==> src/design/aot_defs.vh <==
// Constants for the converter output timing block.
// Assumes a 40 MHz system clock; all times are turned into cycle counts here.
`ifndef AOT_DEFS_VH
`define AOT_DEFS_VH

// Result word layout
`define AOT_WIDTH            14
`define AOT_SIGN_BIT         13
`define AOT_CODE_MOST_NEG    14'h2000
`define AOT_CODE_MOST_POS    14'h1fff
`define AOT_RESET_WORD       14'h0000

// Clock period and timing figures
`define AOT_CLK_PERIOD_PS    25000
`define AOT_CONV_TIME_NS     100
`define AOT_REFRESH_TIME_US  1000

// Conversion time in cycles, rounded up, never below one
`define AOT_CONV_CYCLES      (((`AOT_CONV_TIME_NS * 1000) + `AOT_CLK_PERIOD_PS - 1) / `AOT_CLK_PERIOD_PS)
// Idle time before a refresh, in cycles
`define AOT_REFRESH_CYCLES   ((`AOT_REFRESH_TIME_US * 1000000) / `AOT_CLK_PERIOD_PS)

// Counter widths
`define AOT_CONV_CNT_W       3
`define AOT_IDLE_CNT_W       16

`endif

==> src/design/aot_adc_output.v <==
// Output timing of a 14-bit pipelined sampling converter: conversion start,
// pipeline delay, result word, out-of-range flag, status and idle refresh.
// Assumes the conversion clock and the sample word arrive asynchronously on pins.
// Assumes the sample word is held steady while the conversion clock pin is high,
// and that the pin period exceeds about five system clock cycles.
//
// Summary of operation
// - Each rising edge of the conversion clock seen while acquiring samples the input and starts a conversion; falling edges do nothing.
// - A started conversion always runs to its end and no edge can abort or restart it meanwhile.
// - The result outputs are updated at the end of each conversion, about 150 to 175ns after its starting edge.
// - A sample's result appears at the end of the second conversion started after its own, two accepted starts later.
// - Results are 14-bit two's complement words with the sign in the top bit.
// - The out-of-range flag is high exactly when the word is the most negative or most positive code.
// - The status output is low during a conversion and high while acquiring afterwards.
// - After 1ms without a rising clock edge an internal timer refreshes the dynamic logic.
`timescale 1ns/1ps
`include "aot_defs.vh"

module aot_adc_output #(
   parameter REFRESH_CYCLES = `AOT_REFRESH_CYCLES
) (
   input  wire                   clock_in,
   input  wire                   sys_rst_in,
   input  wire                   conv_clk_in,
   input  wire [`AOT_WIDTH-1:0]  sample_in,
   output wire [`AOT_WIDTH-1:0]  result_bits_out,
   output wire                   out_of_range_flag_out,
   output wire                   acquiring_out,
   output wire                   refresh_out
);

   // Last counts of the two timers, cut to the counter widths on purpose
   localparam integer               CONV_LAST_I = `AOT_CONV_CYCLES - 1;
   localparam integer               IDLE_LAST_I = REFRESH_CYCLES - 1;
   localparam [`AOT_CONV_CNT_W-1:0] CONV_LAST   = CONV_LAST_I[`AOT_CONV_CNT_W-1:0];
   localparam [`AOT_IDLE_CNT_W-1:0] IDLE_LAST   = IDLE_LAST_I[`AOT_IDLE_CNT_W-1:0];

   // Conversion states, one-hot
   localparam [1:0] ST_ACQ  = 2'b01;
   localparam [1:0] ST_CONV = 2'b10;

   // Pin synchronisers and edge detector
   reg                        clk_meta_q;
   reg                        clk_sync_q;
   reg                        clk_prev_q;
   reg  [`AOT_WIDTH-1:0]      smp_meta_q;
   reg  [`AOT_WIDTH-1:0]      smp_sync_q;
   wire                       rise;
   // Conversion control
   reg  [1:0]                 state_q;
   reg  [1:0]                 state_d;
   reg  [`AOT_CONV_CNT_W-1:0] conv_cnt_q;
   reg  [`AOT_CONV_CNT_W-1:0] conv_cnt_d;
   wire                       start;
   wire                       conv_done;
   // Sample pipeline and outputs
   reg  [`AOT_WIDTH-1:0]      stage0_q;
   reg  [`AOT_WIDTH-1:0]      stage1_q;
   reg  [`AOT_WIDTH-1:0]      stage2_q;
   reg  [`AOT_WIDTH-1:0]      result_q;
   reg  [`AOT_WIDTH-1:0]      result_d;
   reg                        oor_q;
   reg                        oor_d;
   reg                        acq_q;
   // Idle refresh
   reg  [`AOT_IDLE_CNT_W-1:0] idle_cnt_q;
   reg  [`AOT_IDLE_CNT_W-1:0] idle_cnt_d;
   reg                        refresh_q;
   reg                        refresh_d;

   // True for the two extreme codes of a two's complement word
   function is_extreme;
      input [`AOT_WIDTH-1:0] word;
      begin
         is_extreme = (word == `AOT_CODE_MOST_NEG) || (word == `AOT_CODE_MOST_POS);
      end
   endfunction

   // Timing of one accepted start, E being the edge that sees the rise:
   //   E       sample enters stage0, pipeline shifts, status drops
   //   E+1     conversion timer starts counting
   //   E+4     timer at its last count: result and flag load stage2, status rises
   // The pin rise reaches E two to three system edges after it happens, through
   // the synchroniser and the edge detector, so the pin period must exceed about
   // four system cycles plus that jitter or a start is silently dropped.
   // The pipeline advances only on accepted starts: edges seen while busy are
   // dropped without a shift, which keeps each result paired with its sample.

   // Two-flop synchronisers for the pin inputs
   // The sample word is taken only on a detected rise, after it has crossed
   // with the pin, so it has settled if it is held while the pin is high
   // The previous synchronised pin level feeds the rising-edge detector
   always @(posedge clock_in or posedge sys_rst_in) begin
      if (sys_rst_in) begin
         clk_meta_q <= 1'b0;
         clk_sync_q <= 1'b0;
         clk_prev_q <= 1'b0;
         smp_meta_q <= `AOT_RESET_WORD;
         smp_sync_q <= `AOT_RESET_WORD;
      end else begin
         clk_meta_q <= conv_clk_in;
         clk_sync_q <= clk_meta_q;
         clk_prev_q <= clk_sync_q;
         smp_meta_q <= sample_in;
         smp_sync_q <= smp_meta_q;
      end
   end

   // Only the rising edge counts
   assign rise      = clk_sync_q & ~clk_prev_q;
   // Edges during a running conversion are ignored
   assign start     = rise & state_q[0];
   // Last count of the conversion timer ends the conversion
   assign conv_done = state_q[1] & (conv_cnt_q == CONV_LAST);

   // Conversion state machine
   // An illegal state code falls back to acquiring, so a disturbed state
   // register can never leave the converter stuck busy
   always @* begin
      state_d = state_q;
      case (state_q)
         ST_ACQ: begin
            if (start) begin
               state_d = ST_CONV;
            end
         end
         ST_CONV: begin
            if (conv_done) begin
               state_d = ST_ACQ;
            end
         end
         default: begin
            state_d = ST_ACQ;
         end
      endcase
   end

   // Next values of the conversion timer and the idle timer
   always @* begin
      conv_cnt_d = conv_cnt_q;
      idle_cnt_d = idle_cnt_q + 1'b1;
      refresh_d  = 1'b0;
      // Conversion timer restarts on an accepted start and runs while busy
      if (start) begin
         conv_cnt_d = {`AOT_CONV_CNT_W{1'b0}};
      end else if (state_q[1]) begin
         conv_cnt_d = conv_cnt_q + 1'b1;
      end
      // Any rise, accepted or not, restarts the idle timer
      if (rise) begin
         idle_cnt_d = {`AOT_IDLE_CNT_W{1'b0}};
      end else if (idle_cnt_q == IDLE_LAST) begin
         idle_cnt_d = {`AOT_IDLE_CNT_W{1'b0}};
         refresh_d  = 1'b1;
      end
   end

   // State, conversion timer and sample pipeline
   always @(posedge clock_in or posedge sys_rst_in) begin
      if (sys_rst_in) begin
         state_q    <= ST_ACQ;
         conv_cnt_q <= {`AOT_CONV_CNT_W{1'b0}};
         stage0_q   <= `AOT_RESET_WORD;
         stage1_q   <= `AOT_RESET_WORD;
         stage2_q   <= `AOT_RESET_WORD;
      end else begin
         state_q    <= state_d;
         conv_cnt_q <= conv_cnt_d;
         if (start) begin
            stage0_q   <= smp_sync_q;
            stage1_q   <= stage0_q;
            stage2_q   <= stage1_q;
         end
      end
   end

   // Next result and flag: both load together at the end of a conversion
   always @* begin
      result_d = result_q;
      oor_d    = oor_q;
      if (conv_done) begin
         result_d = stage2_q;
         oor_d    = is_extreme(stage2_q);
      end
   end

   // Result and flag update together at the end of conversion; status follows the next state
   always @(posedge clock_in or posedge sys_rst_in) begin
      if (sys_rst_in) begin
         result_q <= `AOT_RESET_WORD;
         oor_q    <= 1'b0;
         acq_q    <= 1'b1;
      end else begin
         acq_q    <= state_d[0];
         result_q <= result_d;
         oor_q    <= oor_d;
      end
   end

   // Idle timer refreshes dynamic logic when the clock stops
   // While the clock stays stopped the pulse repeats; it touches no data
   // and no pipeline stage, so a stopped converter keeps its last result
   always @(posedge clock_in or posedge sys_rst_in) begin
      if (sys_rst_in) begin
         idle_cnt_q <= {`AOT_IDLE_CNT_W{1'b0}};
         refresh_q  <= 1'b0;
      end else begin
         idle_cnt_q <= idle_cnt_d;
         refresh_q  <= refresh_d;
      end
   end

   // Every output comes straight from its flip-flop
   assign result_bits_out       = result_q;
   assign out_of_range_flag_out = oor_q;
   assign acquiring_out         = acq_q;
   assign refresh_out           = refresh_q;

endmodule // aot_adc_output

==> config.mk <==
export PLATFORM = sky130hd
export DESIGN_NAME = aot_adc_output
export DESIGN_NICKNAME = d
export VERILOG_FILES = /design/src/design/aot_adc_output.v
export VERILOG_INCLUDE_DIRS = /design/src /design/src/design
export SDC_FILE = /design/constraint.sdc
export NUM_CORES = 1
export LEC_CHECK = 0
export ABC_CLOCK_PERIOD_IN_PS = 3870
export BUFFER_PORTS_ARGS = -buffer_cell sky130_fd_sc_hd__buf_2
export CAP_MARGIN = 20
export CORE_MARGIN = 4
export CORE_UTILIZATION = 40
export CTS_CLUSTER_SIZE = 12
export DETAILED_ROUTE_END_ITERATION = 8
export GPL_ROUTABILITY_DRIVEN = 0
export GPL_TIMING_DRIVEN = 0
export HOLD_SLACK_MARGIN = 0.1
export SYNTH_ARGS = -nofsm -noshare
export SYNTH_HDL_FRONTEND = slang
export SYNTH_SLANG_ARGS = --single-unit
==> constraint.sdc <==
create_clock -name clock_in -period 3.87 [get_ports clock_in]
set_clock_uncertainty 0.05 [all_clocks]
set_input_delay 0.5805 -clock clock_in [delete_from_list [all_inputs] [get_ports clock_in]]
set_output_delay 0.5805 -clock clock_in [all_outputs]
set_load 0.02 [all_outputs]
======== Yosys cells after proc, flatten, opt, wreduce, memory -nomap -nowiden ========
Index checks and enable logic that the tools add are counted.
cells by class
  $add $sub $neg .......................... 2
  equality and inequality tests ........... 8
  reduce and logical (&&, ||, !) cells .... 3
  bitwise logic cells ..................... 4
  mux-type cells .......................... 9
operator list
  kind                   number
  $mux 16                2
  $add 16x1->16 const B  1
  $eq 16x16->1 const B   1
  $eq 14x13->1 const B   1
  $eq 14x14->1 const B   1
  $mux 3                 2
  $mux 2                 2
  $ne 2x2->1 const B     2
  $pmux 2 s2             1
  $add 3x1->3 const B    1
  $and 1x1->1            3
  $eq 3x2->1 const B     1
  $eq 2x1->1 const B     1
  $eq 2x2->1 const B     1
  $mux 1                 2
  $reduce_and 2->1       1
  $reduce_bool 2->1      1
  $logic_or 1x1->1       1
  $not 1->1              1
storage, ports and cells
  logic and storage cells ................. 41
  flip-flop bits (word level) ............. 110
  input port bits ......................... 17
  output and inout bits ................... 17

======== Logic depth before layout (Yosys ltp) ========
Gate-level depths: netlist of the first run.
  depth in word-level cells ............... 5
  mapped depth ............................ 6
  depth with buffers taken out ............ 6

======== Worst setup path before layout of the first run ========
No wires, ideal clock.
  path type ............................... register to register
  start ................................... register conv_cnt_q[0]
  end ..................................... register result_q[0] (netlist: result_bits_out[0])
  slack ................................... 2.193 ns
  stages on the path, launching flop included .. 6
  path buffers ............................ 1
  period minus slack after synthesis ...... 1.677 ns
  required time ........................... 3.695 ns
  setup time .............................. 0.125 ns
  data arrival time ....................... 1.503 ns
  cell sequence ........................... dfrtp_1 -> ha_1 -> ha_1 -> nand2_1 -> buf_2 -> mux2_2
between the ends
  cells in the longest elaborated chain, start to end .. 2
ends and longest elaborated chain
  item                    line                  text
  start, declared         aot_adc_output.v:52   reg [`AOT_CONV_CNT_W-1:0] conv_cnt_q;
  start signal, assigned  aot_adc_output.v:162  conv_cnt_q <= {`AOT_CONV_CNT_W{1'b0}};
  start signal, assigned  aot_adc_output.v:168  conv_cnt_q <= conv_cnt_d;
  $eq 3x2->1              aot_adc_output.v:114  assign conv_done = state_q[1] & (conv_cnt_q == CONV_LAST);
  $and 1x1->1             aot_adc_output.v:114
  end signal, assigned    aot_adc_output.v:190  result_q <= `AOT_RESET_WORD;
  end signal, assigned    aot_adc_output.v:195  result_q <= result_d;
  end, declared           aot_adc_output.v:60   reg [`AOT_WIDTH-1:0] result_q;
Every way passes these cells.
A chain may end at the register's enable or synchronous reset.

======== Final worst setup path of the first run ========
  start ................................... register conv_cnt_q[0]
  end ..................................... register result_q[1] (netlist: result_bits_out[1])
Same word-level chain as after synthesis.

==> run_results.csv, run 1 <==
group,metric,value,unit
outcome,status,"complete, no violations",
detailed_routing,antenna_left,0,
layout,nets,420,
timing,tns,0,ns
worst_setup_path,reg2reg_depth,5,
grt,grt_pass1_wl,11.3,mm
layout,design_area,4580,sq um
die,core_area,9820,sq um
grt,antenna_found_initial,0,
power_and_ir_drop,sw_frac_of_total,29.4,%
die,initial_utilization,41.1,%
cts,cts.clk_slew.worst_paths,0.10,ns
detailed_routing,first_pass_iters,4,
cts,cts_resized,0,
detailed_routing,finalWirelength,6.32,mm
detailed_routing,drc,0,
worst_setup_path,crit_arrival,2.03,ns
die,num_io_pins,34,
cts,cts.path.max_buffers,2,
logic_synthesis,ys_warn_count,0,
worst_setup_path,critPathLaunch,"conv_cnt_q[0]",
layout,instances_no_fill,538,
logic_synthesis,synth_area_per_cell,11.4,sq um
worst_setup_path,start_kind,"flop",
power_and_ir_drop,switchingPower,760,uW
power_and_ir_drop,power_density,563,nW/um^2
worst_setup_path,reg2reg_slack,2.05,ns
detailed_routing,num_vias,2419,
worst_setup_path,worstPathCellList,"ha_1 -> ha_1 -> nand2_1 -> buf_2 -> mux2_2",
logic_synthesis,synth_nets,375,
cts,postCtsSetupBuffers,0,
worst_setup_path,path_max_fanout,10,
detailed_routing,avgRoutedWirePerCell,11.8,um
detailed_routing,viasPerCell,4.50,
worst_setup_path,reg2reg_from,"conv_cnt_q[0]",
layout,drive_gt1_share,20.2,%
grt,grt_max_degree,72,
timing,fmax,548,MHz
grt,overflow,0,
worst_setup_path,setup.worst_path.class,"flop to flop",
layout,area.growth.synth_to_final,13.6,%
power_and_ir_drop,pwr-share-seq,58.2,%
layout,n_fill_cell,983,
power_and_ir_drop,p_comb_share,17.2,%
timing,setup_viol,0,
layout,antennaDiodeCount,0,
worst_setup_path,setup.worst_path.end_class,"flop",
logic_synthesis,ys_ff_latch,110,
power_and_ir_drop,power.leakage,2.31,nW
placed_design,dpl.hpwl,4.39,mm
placed_design,place_area,4400,sq um
die,rows,36,
timing,post-route-period-util,47.1,%
grt,grt_pass1_vias,2380,
cts,clock_tree.root_cell,"clkbuf_8",
cts,htree_levels,3,
layout,finish.utilization,46.7,%
grt,track_usage,12.3,%
timing,maxSlewHeadroom,60.2,%
cts,cts_tree,"built",
power_and_ir_drop,peakVddDrop,197,uV
timing,hold_slack,0.199,ns
timing,maxSlewViolCount,0,
power_and_ir_drop,pwr-share-clk,24.6,%
timing,hold_viol,0,
die,die_h,108,um
die,fp.dieW,108,um
worst_setup_path,r2r_end,"result_bits_out[1]",
placed_design,place.port_buffers,33,
logic_synthesis,synth-seq-area-share,68.3,%
placed_design,place_inst,522,
logic_synthesis,synth_cell_types,30,
cts,cts_buffers,9,
timing,rsz0062_at_grt,"false",
timing,worst_slew_pin_slew,0.591,ns
timing,fin_crit,1.82,ns
worst_setup_path,critPathRequiredTime,4.07,ns
power_and_ir_drop,total_power,2.58,mW
flow_run,drv_cap,0,
cts,clk_latency,0.36,ns
placed_design,pre_cts_slack,2.03,ns
cts,clkSinkCount,110,
worst_setup_path,worst_path_max_delay_cell,"dfrtp_1",
cts,hold_buffers,0,
logic_synthesis,syn-cell-area,4030,sq um
worst_setup_path,slowest_delay,0.41,ns
power_and_ir_drop,cell_internal_pwr,1.82,mW
die,die-area,11800,sq um
logic_synthesis,synthCells,355,
worst_hold_path,holdCritPathClass,"input port to asynchronous set/reset pin",
worst_setup_path,crit_top_cell,"ha_1",
timing,timing.final.ws_setup,2.05,ns
detailed_routing,drt_iter0_drc,72,
cell usage after synthesis:
cell      instances  share of area [%]
nand2_1         134                 12
dfrtp_1         109                 68
nor2_1           18                1.7
mux2_2           15                4.2
xnor2_1          12                2.6
nor4_1            8                1.2
buf_2             7               0.87
nand3_1           7               0.87
inv_1             6               0.56
nor3_1            5               0.62
clkbuf_1          4               0.37
nand4_1           4               0.62
nor2_2            4               0.62
ha_1              3               0.93
xor2_1            3               0.65
o21ai_0           2               0.25
a31o_4            1               0.43
a31oi_1           1               0.16
and2_1            1               0.16
and3_2            1               0.19
and3_4            1               0.28
buf_6             1               0.28
dfstp_2           1               0.65
mux2i_1           1               0.25
nand2b_1          1               0.16
nand4_4           1               0.53
nand4b_1          1               0.22
nor2b_1           1               0.16
nor4b_1           1               0.22
or4_1             1               0.19
power groups by stage:
stage / registers [mW] / logic, mW / clock network (mW)
6_report: 1.50 / 0.445 / 0.635
5_1_grt: 1.53 / 0.507 / 0.714
4_1_cts: 1.50 / 0.455 / 0.666
3_5_place_dp: 1.53 / 0.453 / 0
3_3_place_gp: 1.52 / 0.435 / 0
2_1_floorplan: 1.57 / 0.246 / 0
cells in the final DEF (no fill, tap or decap), types with 4 or more instances in the layout:
master,instances
dfrtp_1,109
nand2_1,134
mux2_2,15
nor2_2,4
nor2_1,18
inv_1,5
nor4_1,8
nand3_1,7
clkbuf_1,5
clkbuf_8,11
xnor2_1,12
buf_2,40
nand4_1,4
nor3_1,5
how the worst max path moves through the flow:
stage | to | slack [ns]
after floorplan | clk_meta_q | 0.34
after global placement | result_bits_out[7] | -0.75
after detailed placement | result_bits_out[13] | 2.03
after CTS | result_bits_out[1] | 2.02
after global routing | result_bits_out[1] | 1.95
final | result_bits_out[1] | 2.05
flip-flops by register name, summed over array words and instances, names as in the netlist:
register / count
out_of_range_flag_out: 1
conv_cnt_q: 3
stage1_q: 14
state_q: 1
clk_meta_q: 1
clk_sync_q: 1
smp_sync_q: 14
acquiring_out: 1
clk_prev_q: 1
stage2_q: 14
smp_meta_q: 14
idle_cnt_q: 16
result_bits_out: 14
refresh_out: 1
stage0_q: 14
cell type report:
type | instances | area, sq um | area share [%]
inverters | 6 | 25.0 | 0.546
plain buffers | 12 | 61.3 | 1.34
clock inverters | 4 | 31.3 | 0.683
well taps | 133 | 166 | 3.63
flip-flops and latches | 110 | 2750 | 60.1
clock buffers | 12 | 155 | 3.39
repair buffers | 34 | 193 | 4.21
multi-input cells | 227 | 1200 | 26.1
kinds of logic (layout without fill, tap and decap cells):
logic type / Yosys count / in the layout / share of synthesized area, %
xor gates and xnor gates: 15 / 15 / 3.26
AOI/OAI and AO/OA: 4 / 4 / 0.838
buffers and inverters: 18 / 68 / 2.08
adders and majority gates: 3 / 3 / 0.931
and+or+nand+nor: 189 / 189 / 20.2
DFF: 110 / 110 / 68.3
muxes: 16 / 16 / 4.44
routing by layer:
metal,track usage [%],share of wire [%],vias up
li1,-,-,1221
met1,17.3,50,1151
met3,3.28,4.4,10
met2,17.9,44,37
met4,5.14,1.6,0
met5,0,0,-
worst max-delay path, delay by kind of cell, from the launching register on:
kind | cells | cell delay, ns
adder cells (fa/ha/maj) | 2 | 0.40
flip-flops | 1 | 0.41
multiplexers | 1 | 0.36
AND/OR/NAND/NOR | 1 | 0.22
buffers and inverters | 1 | 0.28
No activity file was read; power rests on OpenSTA's default activity.
==> run 2, diff against run 1 <==
ABC_CLOCK_PERIOD_IN_PS = 1530   (was 3870)
clock period = 1.53 ns   (was 3.87 ns; I/O delays follow)
==> run 2 against run 1 <==
Sequential share of layout area is 4.7 points lower. Fmax is 22% higher. Total power rose to 2.7 times the previous value. Critical path type unchanged. Count of clock-buffer cells in the layout shrank 2. Sequential power grew to 2.5 times the previous value. Combinational power grew to 2.9 times the previous value.
==> run_results.csv, run 2 (synthesis gave the netlist of run 1 again) <==
group,metric,value,unit
layout,nets,444,
die,fp.dieW,108,um
power_and_ir_drop,total_power,6.85,mW
power_and_ir_drop,peakVddDrop,676,uV
layout,largest_reg_flops,16,
grt,antenna_found_initial,0,
detailed_routing,finalWirelength,6.75,mm
layout,drive_gt1_share,25.6,%
timing,post-route-period-util,97.5,%
layout,antennaDiodeCount,0,
worst_setup_path,reg2reg_slack,0.04,ns
layout,layout_commonest_cell,"nand2_1",
cts,cts.path.max_buffers,2,
grt,overflow,0,
detailed_routing,viasPerCell,4.52,
outcome,status,"complete, no violations",
layout,layout_common_cells,"nand2_1 (132), dfrtp_1 (107), buf_2 (38)",
worst_setup_path,reg2reg_depth,5,
detailed_routing,avgRoutedWirePerCell,12.0,um
cts,htree_levels,3,
worst_setup_path,setup.worst_path.end_class,"flop",
flow_run,drv_cap,0,
timing,maxSlewHeadroom,52.2,%
worst_setup_path,setup.worst_path.class,"flop to flop",
power_and_ir_drop,power_density,1380,nW/um^2
detailed_routing,num_vias,2539,
die,rows,36,
worst_setup_path,start_kind,"flop",
cts,cts_tree,"built",
layout,area.growth.synth_to_final,23.2,%
grt,grt_max_degree,45,
worst_setup_path,reg2reg_from,"conv_cnt_q[0]",
worst_setup_path,critPathRequiredTime,1.74,ns
die,die_h,108,um
timing,maxSlewViolCount,0,
detailed_routing,antenna_left,0,
worst_hold_path,holdCritPathClass,"flop to flop",
worst_hold_path,whs_endpoint,"smp_sync_q[13]",
worst_setup_path,crit_arrival,1.70,ns
grt,grt_pass1_vias,2587,
cts,cts_buffers,9,
die,die-area,11800,sq um
timing,fmax,670,MHz
cts,cts.clk_slew.worst_paths,0.10,ns
grt,track_usage,12.7,%
timing,fin_crit,1.49,ns
die,core_area,9820,sq um
grt,grt_pass1_wl,11.9,mm
layout,finish.utilization,50.6,%
cts,clk_latency,0.35,ns
timing,worst_slew_pin_slew,0.716,ns
worst_setup_path,r2r_end,"result_bits_out[13]",
detailed_routing,first_pass_iters,4,
timing,rsz0062_at_grt,"true",
worst_hold_path,hold_start,"smp_meta_q[13]",
placed_design,dpl.hpwl,4.44,mm
worst_setup_path,critPathLaunch,"conv_cnt_q[0]",
die,num_io_pins,34,
worst_hold_path,min_path_cells,0,
die,initial_utilization,41.1,%
timing,hold_viol,0,
power_and_ir_drop,power.leakage,2.45,nW
cts,clkSinkCount,110,
cts,clock_tree.root_cell,"clkbuf_8",
placed_design,place.port_buffers,33,
layout,regMostFlops,"idle_cnt_q",
detailed_routing,drt_iter0_drc,74,
detailed_routing,drc,0,
timing,setup_viol,0,
worst_setup_path,path_max_fanout,5,
==> run 2: changes by cell type in the layout (fill, tap and decap cells not counted), sizes merged <==
cell | previous run | this run
dlygate4sd3 | 0 | 16
clkinvlp | 0 | 2
bufinv | 0 | 1
inv | 6 | 7
buf | 42 | 48
clkinv | 4 | 2
==> run 2: through the flow <==
| stage | hold slack (ns) | area (sq um) | TNS (ns) | worst slack (ns) | cells |
|---|---|---|---|---|---|
| detailed placement | 0.286 | 4420 | -2.08 | -0.130 | 523 |
| CTS | 0.301 | 4860 | 0 | 0.00385 | 557 |
| floorplan | 0.211 | 4050 | -8.52 | -0.0782 | 355 |
| global route | 0.305 | 4970 | -0.0158 | -0.00564 | 562 |
| global placement | 0.285 | 4380 | -82.21 | -0.743 | 521 |
| finish | 0.302 | 4970 | 0 | 0.0376 | 562 |
==> run 2: routing by layer <==
metal	part of all wire, %	track usage (%)	up-vias
li1	-	-	1276
met1	49	17.3	1218
met2	46	19.8	36
met3	3.2	2.57	9
met4	1.4	5.41	0
met5	0	0	-
==> run 2: worst max-delay path by stage <==
stage	to	depth (start not counted)
final	result_bits_out[13]	5
after global routing	stage1_q[5]	6
after CTS	idle_cnt_q[12]	5
after detailed placement	idle_cnt_q[9]	5
after global placement	smp_meta_q[5]	2
after floorplan	clk_meta_q	1
==> run 2: power breakdown <==
group          leakage (nW)  switching (mW)  internal (mW)
Combinational         0.949           0.705          0.581
Clock                 0.103           0.956          0.814
Sequential             1.40           0.345           3.44
Total                  2.45            2.01           4.84
==> run 2: critical path, cell delays in order, from the launching register on <==
cell,delay [ns]
dfrtp_1,0.40
ha_2,0.20
ha_4,0.18
nand2_8,0.10
clkbuf_16,0.14
mux2_2,0.32
==> run 2: layout make-up <==
| type | count | area, sq um |
|---|---|---|
| timing repair buffer | 58 | 448 |
| clock buffer | 10 | 138 |
| tap | 133 | 166 |
| fill | 966 | 4850 |
| inverter | 6 | 26.3 |
| clock inverter | 6 | 68.8 |
| buffer | 12 | 78.8 |
| multi-input combinational | 227 | 1290 |
| sequential | 110 | 2760 |
==> run 2: what timing repair did <==
action                                  4_1_cts  5_1_grt
buffers inserted                              2        4
hold endpoints to repair                     43        0
resized for setup                            10       17
endpoints found under the setup margin       33       38
pin swaps                                     0        4
hold buffers                                 16        0
gates cloned                                  0        1
==> run 3, diff against run 2 <==
SETUP_SLACK_MARGIN = 0.4   (was default)
==> run 3 against run 2 <==
Highest routed layer unchanged. Global-route usage rose by 2.3 points. The flow now finishes with violations (negative hold slack). Largest cell class unchanged. Count of clock-buffer cells in the layout stayed put. Critical endpoint is now idle_cnt_q[12]. Clock power shrank 8%. Total power up 15%. Sequential power rose by 2%.
==> run_results.csv, run 3 (synthesis gave the netlist of run 1 again) <==
group,metric,value,unit
cts,clkSinkCount,110,
cts,clock_tree.root_cell,"clkbuf_8",
cts,cts.path.max_buffers,2,
power_and_ir_drop,power.leakage,3.06,nW
layout,regMostFlops,"idle_cnt_q",
timing,post-route-period-util,97.3,%
die,core_area,9820,sq um
timing,hold_slack,-0.195,ns
grt,track_usage,15.0,%
detailed_routing,finalWirelength,8.59,mm
cts,cts_buffers,9,
cts,htree_levels,3,
timing,maxSlewHeadroom,71.4,%
worst_hold_path,holdCritPathClass,"input port to asynchronous set/reset pin",
layout,antennaDiodeCount,0,
die,rows,36,
timing,maxSlewViolCount,0,
outcome,status,"complete, but fails checks",
worst_setup_path,path_max_fanout,5,
cts,cts_tree,"built",
timing,fmax,672,MHz
die,num_io_pins,34,
detailed_routing,drc,0,
detailed_routing,antenna_left,0,
worst_setup_path,setup.worst_path.class,"flop to flop",
layout,finish.utilization,62.7,%
timing,fin_crit,1.49,ns
layout,n_fill_cell,773,
worst_setup_path,reg2reg_from,"idle_cnt_q[4]",
layout,nets,505,
placed_design,place.port_buffers,33,
die,die_h,108,um
placed_design,dpl.hpwl,4.45,mm
worst_setup_path,critPathRequiredTime,1.74,ns
layout,layout_commonest_cell,"dfrtp_1",
die,initial_utilization,41.1,%
power_and_ir_drop,pwr-share-clk,20.6,%
detailed_routing,avgRoutedWirePerCell,13.8,um
layout,drive_gt1_share,50.8,%
die,die-area,11800,sq um
grt,grt_pass1_wl,13.7,mm
timing,setup_viol,0,
grt,antenna_found_initial,0,
grt,grt_pass1_vias,2812,
worst_setup_path,setup.worst_path.end_class,"flop",
power_and_ir_drop,cell_internal_pwr,5.46,mW
power_and_ir_drop,switchingPower,2.41,mW
detailed_routing,first_pass_iters,4,
cts,cts.clk_slew.worst_paths,0.10,ns
outcome,violations,"negative hold slack",
timing,hold_viol,18,
grt,overflow,0,
grt,grt_max_degree,33,
worst_setup_path,reg2reg_depth,6,
power_and_ir_drop,power_density,1280,nW/um^2
detailed_routing,num_vias,2867,
die,fp.dieW,108,um
worst_setup_path,reg2reg_slack,0.04,ns
cts,clk_latency,0.37,ns
layout,design_area,6160,sq um
detailed_routing,viasPerCell,4.60,
flow_run,drv_cap,0,
worst_setup_path,start_kind,"flop",
power_and_ir_drop,pwr-share-seq,49.2,%
power_and_ir_drop,sw_frac_of_total,30.7,%
placed_design,place_area,4630,sq um
cts,hold_buffers,15,
worst_setup_path,r2r_end,"idle_cnt_q[12]",
power_and_ir_drop,peakVddDrop,692,uV
worst_setup_path,crit_arrival,1.70,ns
timing,worst_slew_pin_slew,0.428,ns
timing,rsz0062_at_grt,"true",
power_and_ir_drop,p_comb_share,30.2,%
layout,largest_reg_flops,16,
detailed_routing,drt_iter0_drc,86,
layout,layout_common_cells,"dfrtp_1 (104), nand2_1 (80), nand2_2 (45)",
layout,area.growth.synth_to_final,52.6,%
==> run 3: cell types whose count changed in the layout (fill, tap and decap cells not counted), moves of 5 or more <==
cell | previous run | this run
nand2_4 | 0 | 8
nand2_2 | 1 | 45
nor2_2 | 4 | 15
nor2_1 | 18 | 3
buf_8 | 1 | 8
buf_2 | 38 | 17
buf_6 | 1 | 33
buf_12 | 3 | 8
mux2_2 | 15 | 0
buf_4 | 5 | 40
mux2_4 | 0 | 15
nand2_1 | 132 | 80
==> run 3: what timing repair did <==
item,in CTS,in global routing
resized for setup,110,61
endpoints found under the hold margin,33,18
buffers inserted,47,13
cloned,7,1
setup endpoints to repair,96,96
pin swaps,14,24
==> run 3: layer usage <==
layer	wire (um)	up-vias	GRT usage (%)
met5	0	-	0
met2	4520	61	24.6
met3	286	13	3.76
met4	133	0	5.32
li1	-	1411	-
met1	3650	1382	19.5
==> run 3: critical path: stages, from the launching register on <==
cell and delay, ns:
dfrtp_1 0.42, buf_6 0.15, nand4_4 0.15, buf_4 0.20, nor4_4 0.19, xnor2_2 0.18, nor2_4 0.06
==> run 3: how the worst max path moves through the flow <==
stage | start | endpoint | depth (start not counted)
floorplan | sys_rst_in | clk_meta_q | 1
global placement | sys_rst_in | result_bits_out[9] | 2
detailed placement | conv_cnt_q[1] | result_bits_out[0] | 5
CTS | stage2_q[0] | out_of_range_flag_out | 4
global route | idle_cnt_q[4] | idle_cnt_q[12] | 6
finish | idle_cnt_q[4] | idle_cnt_q[12] | 6
==> run 3: power by group through the flow <==
stage	clock network (mW)	registers [mW]	logic [mW]
floorplan	0	3.99	0.781
global placement	0	3.86	1.26
detailed placement	0	3.88	1.30
CTS	1.67	3.83	2.16
global route	1.79	3.94	2.58
finish	1.62	3.87	2.37
==> run 3: cell type report <==
type	instances	area, sq um	share of cell area, %
Clock buffer	10	128	2.07
Inverter	6	26.3	0.427
Tap cell	133	166	2.70
Multi-Input combinational cell	228	1670	27.1
Timing Repair Buffer	118	1200	19.5
Clock inverter	6	55.1	0.894
Sequential cell	110	2760	44.8
Buffer	12	148	2.40
==> run 3: metrics by stage <==
step	setup WS (ns)	std cells	setup TNS [ns]	power [mW]	hold slack (ns)
after global routing	-0.0481	623	-0.0568	8.31	-0.187
after floorplan	-0.0782	355	-8.52	4.78	0.211
after detailed placement	0.0292	524	0	5.19	0.208
after CTS	0.0968	609	0	7.65	-0.202
final	0.0417	623	0	7.87	-0.195
after global placement	-0.734	521	-79.50	5.12	0.284
